File: config.mk
export PLATFORM = sky130hd
export DESIGN_NAME = pots_top
export DESIGN_NICKNAME = d
export VERILOG_FILES = /design/src/hdl/pots_pkg.sv /design/src/hdl/pots_top.sv /design/src/hdl/pots_phase_out.sv /design/src/hdl/pots_trig_cmp.sv
export SDC_FILE = /design/constraint.sdc
export NUM_CORES = 1
export LEC_CHECK = 0
export ABC_AREA = 1
export BUFFER_PORTS_ARGS = -buffer_cell sky130_fd_sc_hd__buf_2
export CAP_MARGIN = 20
export CORE_ASPECT_RATIO = 0.6
export CORE_MARGIN = 1
export CORE_UTILIZATION = 57
export DETAILED_ROUTE_END_ITERATION = 7
export GPL_TIMING_DRIVEN = 0
export PLACE_DENSITY = 0.81
export RECOVER_POWER = 50
export SYNTH_ARGS = -nofsm -noshare
export SYNTH_HDL_FRONTEND = slang
export SYNTH_SLANG_ARGS = --single-unit
File: constraint.sdc
create_clock -name core_clk -period 2.4 [get_ports core_clk]
set_input_delay 0.48 -clock core_clk [delete_from_list [all_inputs] [get_ports core_clk]]
set_output_delay 0.48 -clock core_clk [all_outputs]
set_load 0.02 [all_outputs]
File: src/hdl/pots_pkg.sv
package pots_pkg;
  // register byte offsets on the apb slave
  localparam logic [7:0] POTS_OFS_OUTCTRL = 8'h00;
  localparam logic [7:0] POTS_OFS_CORR = 8'h04;
  localparam logic [7:0] POTS_OFS_CMPA = 8'h08;
  localparam logic [7:0] POTS_OFS_CMPB = 8'h0C;
  localparam logic [7:0] POTS_OFS_TRGSEL = 8'h10;
  localparam logic [7:0] POTS_OFS_STATUS = 8'h14;
  // output control field positions
  localparam int POTS_U_OC_LSB = 0;
  localparam int POTS_V_OC_LSB = 2;
  localparam int POTS_W_OC_LSB = 4;
  localparam int POTS_U_PWM_BIT = 6;
  localparam int POTS_V_PWM_BIT = 7;
  localparam int POTS_W_PWM_BIT = 8;
  localparam int POTS_OUTCTRL_W = 9;
  localparam int POTS_TRGSEL_W = 3;
  localparam logic [2:0] POTS_TRGSEL_MAX = 3'h5;
  // reset values
  localparam logic [8:0] POTS_OUTCTRL_RST = 9'h000;
  localparam logic [15:0] POTS_VAL16_RST = 16'h0000;
  localparam logic [2:0] POTS_TRGSEL_RST = 3'h0;
  // driver trigger modes
  typedef enum logic [2:0] {
    POTS_TM_OFF = 3'b000,
    POTS_TM_DOWN = 3'b001,
    POTS_TM_UP = 3'b010,
    POTS_TM_UPDOWN = 3'b011,
    POTS_TM_PEAK = 3'b100,
    POTS_TM_BOTTOM = 3'b101,
    POTS_TM_OTHER6 = 3'b110,
    POTS_TM_OTHER7 = 3'b111
  } pots_trg_mode_t;
endpackage

File: src/hdl/pots_top.sv
// Local design decisions: the APB slave port and the address map.
`timescale 1ns/1ps
module pots_top (
  input wire logic core_clk,
  input wire logic rst_n,
  input wire logic psel,
  input wire logic penable,
  input wire logic pwrite,
  input wire logic [7:0] paddr,
  input wire logic [31:0] pwdata,
  output logic [31:0] prdata,
  output logic pready,
  output logic pslverr,
  input wire logic u_phase_pwm_signal,
  input wire logic v_phase_pwm_signal,
  input wire logic w_phase_pwm_signal,
  input wire logic [15:0] carrier_count,
  input wire pots_pkg::pots_trg_mode_t trigger_mode,
  input wire logic trigger_select_out_mode,
  output logic u_upper_out,
  output logic u_lower_out,
  output logic v_upper_out,
  output logic v_lower_out,
  output logic w_upper_out,
  output logic w_lower_out,
  output logic trigger_a_pulse,
  output logic trigger_b_pulse,
  output logic [2:0] trigger_number,
  output logic trigger_number_valid,
  output logic [15:0] trigger_correction_out
);
  import pots_pkg::*;

  logic [8:0] outctrl_reg;
  logic [15:0] trigger_correction;
  logic [15:0] trigger_compare_a;
  logic [15:0] trigger_compare_b;
  logic [2:0] trigger_number_select;
  logic cmp_active;
  logic sel_active;
  logic wr_en;
  logic rd_en;
  logic addr_ok;
  logic [31:0] rd_next;
  logic [2:0] pwm_sel;
  logic [5:0] oc_field;
  logic [2:0] phase_pwm;
  logic [2:0] upper_vec;
  logic [2:0] lower_vec;
  logic trig_sel_raw;

  // address decode used for both read and write checks
  function automatic logic pots_mapped(input logic [7:0] a);
    pots_mapped = (a == POTS_OFS_OUTCTRL) || (a == POTS_OFS_CORR) || (a == POTS_OFS_CMPA) ||
                  (a == POTS_OFS_CMPB) || (a == POTS_OFS_TRGSEL) || (a == POTS_OFS_STATUS);
  endfunction

  // zero-wait apb: access phase completes on the first penable cycle
  assign addr_ok = pots_mapped(paddr);
  assign wr_en = psel && penable && pwrite && addr_ok;
  assign rd_en = psel && !penable && !pwrite;

  // pready is registered so it comes from a flop; it rises in the access cycle
  always_ff @(posedge core_clk or negedge rst_n) begin
    if (!rst_n) begin
      pready <= 1'b0;
      pslverr <= 1'b0;
    end else begin
      pready <= psel && !penable;
      pslverr <= psel && !penable && !addr_ok;
    end
  end

  // phase output control register, only bits 8..0 kept
  always_ff @(posedge core_clk or negedge rst_n) begin
    if (!rst_n) begin
      outctrl_reg <= POTS_OUTCTRL_RST;
    end else if (wr_en && paddr == POTS_OFS_OUTCTRL) begin
      outctrl_reg <= pwdata[POTS_OUTCTRL_W-1:0];
    end
  end

  // correction value, 16 bits, upper half of word dropped
  always_ff @(posedge core_clk or negedge rst_n) begin
    if (!rst_n) begin
      trigger_correction <= POTS_VAL16_RST;
    end else if (wr_en && paddr == POTS_OFS_CORR) begin
      trigger_correction <= pwdata[15:0];
    end
  end

  // compare points; range checking is software's job, hardware stores as written
  always_ff @(posedge core_clk or negedge rst_n) begin
    if (!rst_n) begin
      trigger_compare_a <= POTS_VAL16_RST;
      trigger_compare_b <= POTS_VAL16_RST;
    end else begin
      if (wr_en && paddr == POTS_OFS_CMPA) begin
        trigger_compare_a <= pwdata[15:0];
      end
      if (wr_en && paddr == POTS_OFS_CMPB) begin
        trigger_compare_b <= pwdata[15:0];
      end
    end
  end

  // trigger number select, three bits
  always_ff @(posedge core_clk or negedge rst_n) begin
    if (!rst_n) begin
      trigger_number_select <= POTS_TRGSEL_RST;
    end else if (wr_en && paddr == POTS_OFS_TRGSEL) begin
      trigger_number_select <= pwdata[POTS_TRGSEL_W-1:0];
    end
  end

  // read mux; unmapped and unused bits read zero
  always_comb begin
    rd_next = 32'h00000000;
    case (paddr)
      POTS_OFS_OUTCTRL: rd_next = {23'h000000, outctrl_reg};
      POTS_OFS_CORR: rd_next = {16'h0000, trigger_correction};
      POTS_OFS_CMPA: rd_next = {16'h0000, trigger_compare_a};
      POTS_OFS_CMPB: rd_next = {16'h0000, trigger_compare_b};
      POTS_OFS_TRGSEL: rd_next = {29'h00000000, trigger_number_select};
      POTS_OFS_STATUS: rd_next = {30'h00000000, sel_active, cmp_active};
      default: rd_next = 32'h00000000;
    endcase
  end

  // read data captured in setup so it is stable through the access phase
  always_ff @(posedge core_clk or negedge rst_n) begin
    if (!rst_n) begin
      prdata <= 32'h00000000;
    end else if (rd_en) begin
      prdata <= rd_next;
    end
  end

  // the a and b compares only act in match modes and never in trigger-select output mode
  always_comb begin
    case (trigger_mode)
      POTS_TM_DOWN: cmp_active = !trigger_select_out_mode;
      POTS_TM_UP: cmp_active = !trigger_select_out_mode;
      POTS_TM_UPDOWN: cmp_active = !trigger_select_out_mode;
      default: cmp_active = 1'b0;
    endcase
  end
  assign sel_active = trigger_select_out_mode && (trigger_number_select <= POTS_TRGSEL_MAX);

  // gather per-phase settings into vectors for the generate loop
  assign pwm_sel = {outctrl_reg[POTS_W_PWM_BIT], outctrl_reg[POTS_V_PWM_BIT], outctrl_reg[POTS_U_PWM_BIT]};
  assign oc_field = {outctrl_reg[POTS_W_OC_LSB+1:POTS_W_OC_LSB], outctrl_reg[POTS_V_OC_LSB+1:POTS_V_OC_LSB],
                     outctrl_reg[POTS_U_OC_LSB+1:POTS_U_OC_LSB]};
  assign phase_pwm = {w_phase_pwm_signal, v_phase_pwm_signal, u_phase_pwm_signal};

  // same output stage for u, v and w
  genvar gi;
  generate
    for (gi = 0; gi < 3; gi = gi + 1) begin : g_phase
      pots_phase_out u_stage (
        .core_clk(core_clk),
        .rst_n(rst_n),
        .pwm_sel(pwm_sel[gi]),
        .out_ctrl(oc_field[2*gi+1:2*gi]),
        .phase_pwm(phase_pwm[gi]),
        .upper_out(upper_vec[gi]),
        .lower_out(lower_vec[gi])
      );
    end
  endgenerate
  assign u_upper_out = upper_vec[0];
  assign u_lower_out = lower_vec[0];
  assign v_upper_out = upper_vec[1];
  assign v_lower_out = lower_vec[1];
  assign w_upper_out = upper_vec[2];
  assign w_lower_out = lower_vec[2];

  // first plain trigger; cmp_active already excludes select mode, so the pin comes straight from a flop
  pots_trig_cmp u_cmp_a (
    .core_clk(core_clk),
    .rst_n(rst_n),
    .active(cmp_active),
    .carrier_count(carrier_count),
    .cmp_value(trigger_compare_a),
    .correction(trigger_correction),
    .trig_pulse(trigger_a_pulse)
  );
  // second trigger, same gating as the first
  pots_trig_cmp u_cmp_b (
    .core_clk(core_clk),
    .rst_n(rst_n),
    .active(cmp_active),
    .carrier_count(carrier_count),
    .cmp_value(trigger_compare_b),
    .correction(trigger_correction),
    .trig_pulse(trigger_b_pulse)
  );
  // in select mode the first compare point times the trigger number instead;
  // a comparator of its own avoids gating a flop output with the mode input
  pots_trig_cmp u_cmp_sel (
    .core_clk(core_clk),
    .rst_n(rst_n),
    .active(sel_active),
    .carrier_count(carrier_count),
    .cmp_value(trigger_compare_a),
    .correction(trigger_correction),
    .trig_pulse(trig_sel_raw)
  );

  // selected trigger number out, registered; prohibited values still reach trigger_number, without valid unless one is written at the edge trig_sel_raw rises
  always_ff @(posedge core_clk or negedge rst_n) begin
    if (!rst_n) begin
      trigger_number <= 3'h0;
      trigger_number_valid <= 1'b0;
      trigger_correction_out <= POTS_VAL16_RST;
    end else begin
      trigger_number <= trigger_number_select;
      trigger_number_valid <= trig_sel_raw;
      trigger_correction_out <= trigger_correction;
    end
  end
endmodule

File: src/hdl/pots_phase_out.sv
`timescale 1ns/1ps
// one phase pair: on/off or complementary pwm, registered outputs
module pots_phase_out (
  input wire logic core_clk,
  input wire logic rst_n,
  input wire logic pwm_sel,
  input wire logic [1:0] out_ctrl,
  input wire logic phase_pwm,
  output logic upper_out,
  output logic lower_out
);
  // pwm select drives both outputs from the pwm, complementary; upper bit of field sets upper polarity
  always_ff @(posedge core_clk or negedge rst_n) begin
    if (!rst_n) begin
      upper_out <= 1'b0;
      lower_out <= 1'b0;
    end else if (pwm_sel) begin
      upper_out <= out_ctrl[1] ? phase_pwm : ~phase_pwm;
      lower_out <= out_ctrl[1] ? ~phase_pwm : phase_pwm;
    end else begin
      upper_out <= out_ctrl[1];
      lower_out <= out_ctrl[0];
    end
  end
endmodule

File: src/hdl/pots_trig_cmp.sv
`timescale 1ns/1ps
// one compare point: pulses when carrier count hits the corrected compare value
module pots_trig_cmp (
  input wire logic core_clk,
  input wire logic rst_n,
  input wire logic active,
  input wire logic [15:0] carrier_count,
  input wire logic [15:0] cmp_value,
  input wire logic [15:0] correction,
  output logic trig_pulse
);
  logic [15:0] target;
  logic [15:0] prev_count_reg;
  // correction shifts the match point; sum wraps on purpose
  assign target = 16'(cmp_value + correction);
  always_ff @(posedge core_clk or negedge rst_n) begin
    if (!rst_n) begin
      prev_count_reg <= 16'h0000;
      trig_pulse <= 1'b0;
    end else begin
      prev_count_reg <= carrier_count;
      // fire once per arrival at the target, not every cycle the count rests there
      trig_pulse <= active && (carrier_count == target) && (prev_count_reg != target);
    end
  end
endmodule

==> results of run 1 <==
## kinds of logic after synthesis
logic type,after synthesis,synth area share
compound gates,123,0.0860
xor+xnor,26,0.0381
fa+ha+maj,32,0.0533
buf+inv,192,0.104
flops,123,0.395
mux,19,0.0275
other cells,1,0.000482
simple gates,537,0.296
## final cells by class
type / count / area [sq um] / area share
buffer: 30 / 200 / 0.0210
multi-input combinational: 753 / 4250 / 0.447
inverter: 162 / 608 / 0.0638
clock buffer: 17 / 425 / 0.0447
clock inverter: 15 / 165 / 0.0173
tap: 170 / 213 / 0.0223
sequential: 123 / 3080 / 0.323
timing repair buffer: 109 / 579 / 0.0608
## placed cells by master, fill, tap and decap left out, types with 9 or more instances in the layout
cell type,n
ha_1,14
conb_1,16
dfrtp_1,121
nand3_1,120
clkbuf_1,19
buf_4,27
clkbuf_16,17
mux2_1,10
mux2_2,9
xor2_1,13
nand4_1,9
nor2_1,52
nand2_2,18
nor2_2,11
o21ai_0,67
o22ai_1,16
a21oi_1,22
ha_2,9
buf_2,88
inv_1,155
nand2_1,295
## through the flow
step | area [sq um] | hold slack, ps | setup TNS [ps] | utilization | std cells
detailed placement | 8580 | 337 | -1320 | 0.655 | 1336
floorplan | 7840 | 184 | 0 | - | 1068
global placement | 8540 | 333 | -86740 | 0.652 | 1335
global route | 9530 | 193 | -813 | 0.728 | 1379
CTS | 9320 | 179 | -270 | 0.712 | 1371
finish | 9530 | 191 | -554 | 0.728 | 1379
## metal layers
| layer | share of wire | GRT usage | vias to the layer above |
|---|---|---|---|
| li1 | - | - | 3655 |
| met1 | 0.45 | 0.495 | 3605 |
| met2 | 0.43 | 0.531 | 439 |
| met3 | 0.11 | 0.0763 | 33 |
| met4 | 0.011 | 0.102 | 0 |
| met5 | 0 | 0 | - |
## how the worst min path moves through the flow
| stage | slack (ps) | from | to |
|---|---|---|---|
| final | 190 | carrier_count[14] | u_cmp_sel.prev_count_reg[14] |
| after detailed placement | 340 | u_cmp_sel.trig_pulse | trigger_number_valid |
| after global routing | 190 | carrier_count[13] | u_cmp_sel.prev_count_reg[13] |
| after floorplan | 180 | rst_n | g_phase[0].u_stage.lower_out |
| after global placement | 330 | u_cmp_sel.trig_pulse | trigger_number_valid |
| after CTS | 180 | carrier_count[13] | u_cmp_sel.prev_count_reg[13] |
## repair_timing
action / CTS / global route
endpoints found under the setup margin: 3 / 3
endpoints found under the hold margin: 20 / 0
pin swaps: 6 / 14
resized for setup: 35 / 47
hold buffers: 1 / 0
buffers inserted: 2 / 8
## power groups by stage
| stage | sequential, uW | combinational (uW) | clock, uW |
|---|---|---|---|
| floorplan | 2160 | 154 | 0 |
| global placement | 2150 | 313 | 0 |
| detailed placement | 2150 | 324 | 0 |
| CTS | 2120 | 329 | 2640 |
| global route | 2120 | 368 | 2730 |
| finish | 2120 | 331 | 2630 |
==> impl_metrics.tcl, run 1 <==
set metrics [dict create \
    outcome "finished, violations left" \
    violations "negative setup slack" \
    clockPowerShare 0.518 \
    pwr-share-comb 0.065 \
    diodes 0 \
    route.detailed.drc 0 \
    p_sw_uw 1310 \
    io_pins 130 \
    hp-class "in -> reg" \
    power.density_mw_per_mm2 533 \
    num_vias 7732 \
    critPathBufInv 2 \
    gp_congestion 0.933 \
    area_growth_pct 22.3 \
    viasPerCell 5.61 \
    min_period_over_period 1.09 \
    synth_warnings 0 \
    die_width_um 153 \
    final.setup_skew_ps 10.2 \
    post-synth-top-count-cell "nand2_1" \
    initial_core_util 0.595 \
    crit_cells 14 \
    critPathCapture "u_cmp_sel.trig_pulse" \
    antenna_found_initial 0 \
    crit_chain "ha_2 > inv_2 > fa_2 > buf_4 > xor2_1 > nand2_1 > nor2_1 > nand3_1 > nor2_1 > nand3_1 > nor2_1 > nand4_1 > nand2_2 > nor2_1" \
    rows 32 \
    avgRoutedWirePerCell_um 17.0 \
    maxCapViolations 0 \
    r2r_cells 14 \
    path_class "reg -> reg" \
    end_kind "register" \
    cts_tree "built" \
    grt_use_total 0.347 \
    rsz0062_at_grt "true" \
    synth_common_cells "nand2_1, inv_1, nand3_1, dfrtp_1, o21ai_0" \
    synth_top_area_cell "dfrtp_1" \
    nFillCells 1038 \
    wirelength_mm 23.4 \
    final_net_count 1296 \
    crit_slowest_cell "fa_2" \
    vdd_drop_max_v 0.000434 \
    dp_slack_ps -449 \
    p_leak_uw 0.00512 \
    antenna_left 0 \
    drt_iter0_drc 790 \
    first_pass_iters 7 \
    synth_edf_count 0 \
    dp_hpwl_mm 17.2 \
    timing.rr.end "u_cmp_sel.trig_pulse" \
    switching_share 0.259 \
    avgSynthCellArea_sq_um 7.40 \
    ys.flop_type "dfrtp_1" \
    layout-drive-gt1-share 0.201 \
    critPathMaxFanout 3 \
    path_delay_family "simple AND/OR/NAND/NOR gates" \
    crit_top_cell "nor2_1" \
    min_path_cells 1 \
    critical_path_arrival_ps 2930 \
    fmax_mhz 383 \
    dieArea_sq_mm 0.0141 \
    clock_sinks 123 \
    core_area_sq_mm 0.0131 \
    finalMaxSlewViolations 0 \
    synthDistinctLibCells 39 \
    syn_area_sq_mm 0.00779 \
    slew_headroom 0.112 \
    setup_viol 3 \
    path_clk_slew_ps 60 \
    grt_pass1_vias 7272 \
    totalPowerFinal_uw 5080 \
    syn_inst 1053 \
    max_stage_delay_ps 450 \
    pwr-share-seq 0.417 \
    r2r_slack_ps -210 \
    clk_path_buf_depth 2 \
    grt_pass1_wl_mm 37.5 \
    crit_start "trigger_correction[0]" \
    internal_power_uw 3770 \
    worstMarginPinSlew_ps 1330 \
    overflow 0 \
    dieHeight_um 92.5 \
    synth-seq-area-share 0.395 \
    fin_crit_ps 2610 \
    cp.required_ps 2710 \
    synth_area_leaders "dfrtp_1, nand2_1, nand3_1" \
    setup_slack_ps -213 \
    worstSkewPairLatency_ps 430 \
    hold_violations 0 \
    cts_buffers 17 \
    r2r_start "trigger_correction[0]" \
    clock-root-buffer "clkbuf_16" \
    synth_top_area_share 0.395 \
    grt_max_degree 104 \
    port_buffers 97 \
    htree_levels 4 \
    async_reset_ff_frac 1.00 \
    start_kind "register" \
    synth-seq-cells 123 \
]
(Power assumes the default switching activity.)
==> run 2: changes to the inputs <==
- ABC_AREA: 1 -> 0
==> impl_metrics.tcl, run 2 <==
set metrics [dict create \
    outcome "finished, violations left" \
    violations "negative setup slack" \
    synth_mux_area_frac 0.133 \
    viasPerCell 6.39 \
    dp_slack_ps -1190 \
    rows 32 \
    p_sw_uw 1470 \
    multi_input_area_sq_mm 0.00466 \
    end_kind "register" \
    slew_headroom 0.00543 \
    synth_top_family_by_area "compound AO/OA/AOI/OAI gates" \
    cts_tree "built" \
    power.density_mw_per_mm2 561 \
    overflow 0 \
    internal_power_uw 3820 \
    final_common_cell "dfrtp_1" \
    fin_crit_ps 3220 \
    layout_common_cells "dfrtp_1, buf_2, mux2_2, xnor2_1, nand2_1" \
    port_buffers 95 \
    synth_top_area_cell "dfrtp_1" \
    clockPowerShare 0.487 \
    synth-compound-area-share 0.148 \
    wirelength_mm 24.1 \
    avgRoutedWirePerCell_um 23.1 \
    dieArea_sq_mm 0.0139 \
    maxCapViolations 0 \
    final_net_count 956 \
    dieHeight_um 91.7 \
    worstMarginPinSlew_ps 1490 \
    first_pass_iters 5 \
    yosys.area_share.simple 0.115 \
    synth-seq-cells 123 \
    syn_inst 715 \
    hp-class "in -> reg" \
    layout-drive-gt1-share 0.341 \
    min_period_over_period 1.34 \
    io_pins 130 \
    start_kind "register" \
    antenna_found_initial 0 \
    synth_area_leaders "dfrtp_1, mux2_2, xnor2_1" \
    synth_xor_area_frac 0.105 \
    r2r_slack_ps -820 \
    rsz0062_at_grt "true" \
    area_growth_pct 23.4 \
    pwr-share-comb 0.107 \
    diodes 0 \
    grt_use_total 0.357 \
    utilization 0.728 \
    die_width_um 152 \
    worstSkewPairLatency_ps 430 \
    synth_top_area_share 0.402 \
    register_area_sq_mm 0.00308 \
    post-synth-top-count-cell "dfrtp_1" \
    core_area_sq_mm 0.0130 \
    vdd_drop_max_v 0.000507 \
    setup_viol 3 \
    switching_share 0.278 \
    ys.flop_type "dfrtp_1" \
    route.detailed.drc 0 \
    syn_area_sq_mm 0.00765 \
    path_clk_slew_ps 60 \
    clock-root-buffer "clkbuf_16" \
    async_reset_ff_frac 1.00 \
    clk_path_buf_depth 2 \
    grt_pass1_wl_mm 36.4 \
    cts_buffers 17 \
    critical_path_arrival_ps 3560 \
    avgSynthCellArea_sq_um 10.7 \
    nFillCells 886 \
    num_vias 6636 \
    pwr-share-seq 0.406 \
    synthDistinctLibCells 78 \
    path_class "reg -> reg" \
    synth_edf_count 0 \
    cp.required_ps 2740 \
    finalMaxSlewViolations 0 \
    grt_max_degree 102 \
    synth_common_cells "dfrtp_1, mux2_2, xnor2_1, nand2_1, nor2_1" \
    p_leak_uw 0.00447 \
    synth_warnings 0 \
    drt_iter0_drc 576 \
    final.setup_skew_ps 10.2 \
    synth_adder_area_share 0.0543 \
    antenna_left 0 \
    setup_slack_ps -821 \
    htree_levels 4 \
    initial_core_util 0.590 \
    hold_violations 0 \
    critPathMaxFanout 2 \
    fmax_mhz 311 \
    gp_congestion 0.972 \
    synth-seq-area-share 0.402 \
    dp_hpwl_mm 17.3 \
    grt_pass1_vias 6541 \
    clock_sinks 123 \
]
run 2: cells by family after synthesis:
family                     count (synthesis)
AOI/OAI and AO/OA                        156
xor gates and xnor gates                  88
adders and majority gates                 32
buffers and inverters                     60
DFF                                      123
muxes                                     84
other                                      1
and+or+nand+nor                          171
run 2: worst max-delay path, stage by stage, from the launching register on:
cell and delay [ps]:
dfrtp_1 420, ha_4 190, inv_2 40, fa_2 560, xor2_1 150, nand3_1 110
a211oi_2 340, nand4_1 150, a2111oi_2 230, nand4_1 230, nor4b_4 370, o311ai_4 150
nor3_2 200
run 2: power groups by stage:
stage	registers [uW]	logic (uW)	clock network, uW
floorplan	2190	297	0
global route	2150	604	2680
finish	2150	565	2580
detailed placement	2190	516	0
global placement	2180	496	0
CTS	2150	541	2570
run 2: timing repair:
action                                  4_1_cts  5_1_grt
setup buffers                                 7        5
resized for setup                            37       26
hold endpoints to repair                     22        0
hold buffers                                  1        0
pin swaps                                    12       24
endpoints found under the setup margin       13       23
run 2: layout make-up:
cell class / instances / area share
inverter: 14 / 0.00557
clock inverter: 14 / 0.0156
clock buffer: 18 / 0.0465
timing repair buffer: 110 / 0.0623
sequential: 123 / 0.326
multi-input combinational: 547 / 0.494
tap: 170 / 0.0225
buffer: 43 / 0.0274
run 2: layer usage:
metal | global-route usage | wire (um)
met5 | 0 | 0
met4 | 0.115 | 655
met3 | 0.102 | 2440
met2 | 0.511 | 10500
met1 | 0.519 | 10500
run 2: final timing paths:
path | start | endpoint | depth (start not counted)
max in group asynchronous | rst_n | trigger_correction[1] | 3
hold / removal | carrier_count[9] | u_cmp_sel.prev_count_reg[9] | 1
setup reg to reg | trigger_compare_a[0] | u_cmp_sel.trig_pulse | 12
setup / recovery | trigger_compare_a[0] | u_cmp_sel.trig_pulse | 12
min in group asynchronous | rst_n | u_cmp_sel.prev_count_reg[12] | 2
hold reg to reg | u_cmp_sel.trig_pulse | trigger_number_valid | 0
run 2: through the flow:
stage	instance area [sq um]	cells	setup TNS (ps)	power (uW)	hold slack [ps]
floorplan	7730	730	-1170	2480	184
global placement	8420	995	-88900	2680	335
detailed placement	8460	997	-14920	2700	340
CTS	9300	1036	-2180	5260	204
global route	9440	1039	-2740	5440	215
finish	9440	1039	-2350	5290	216
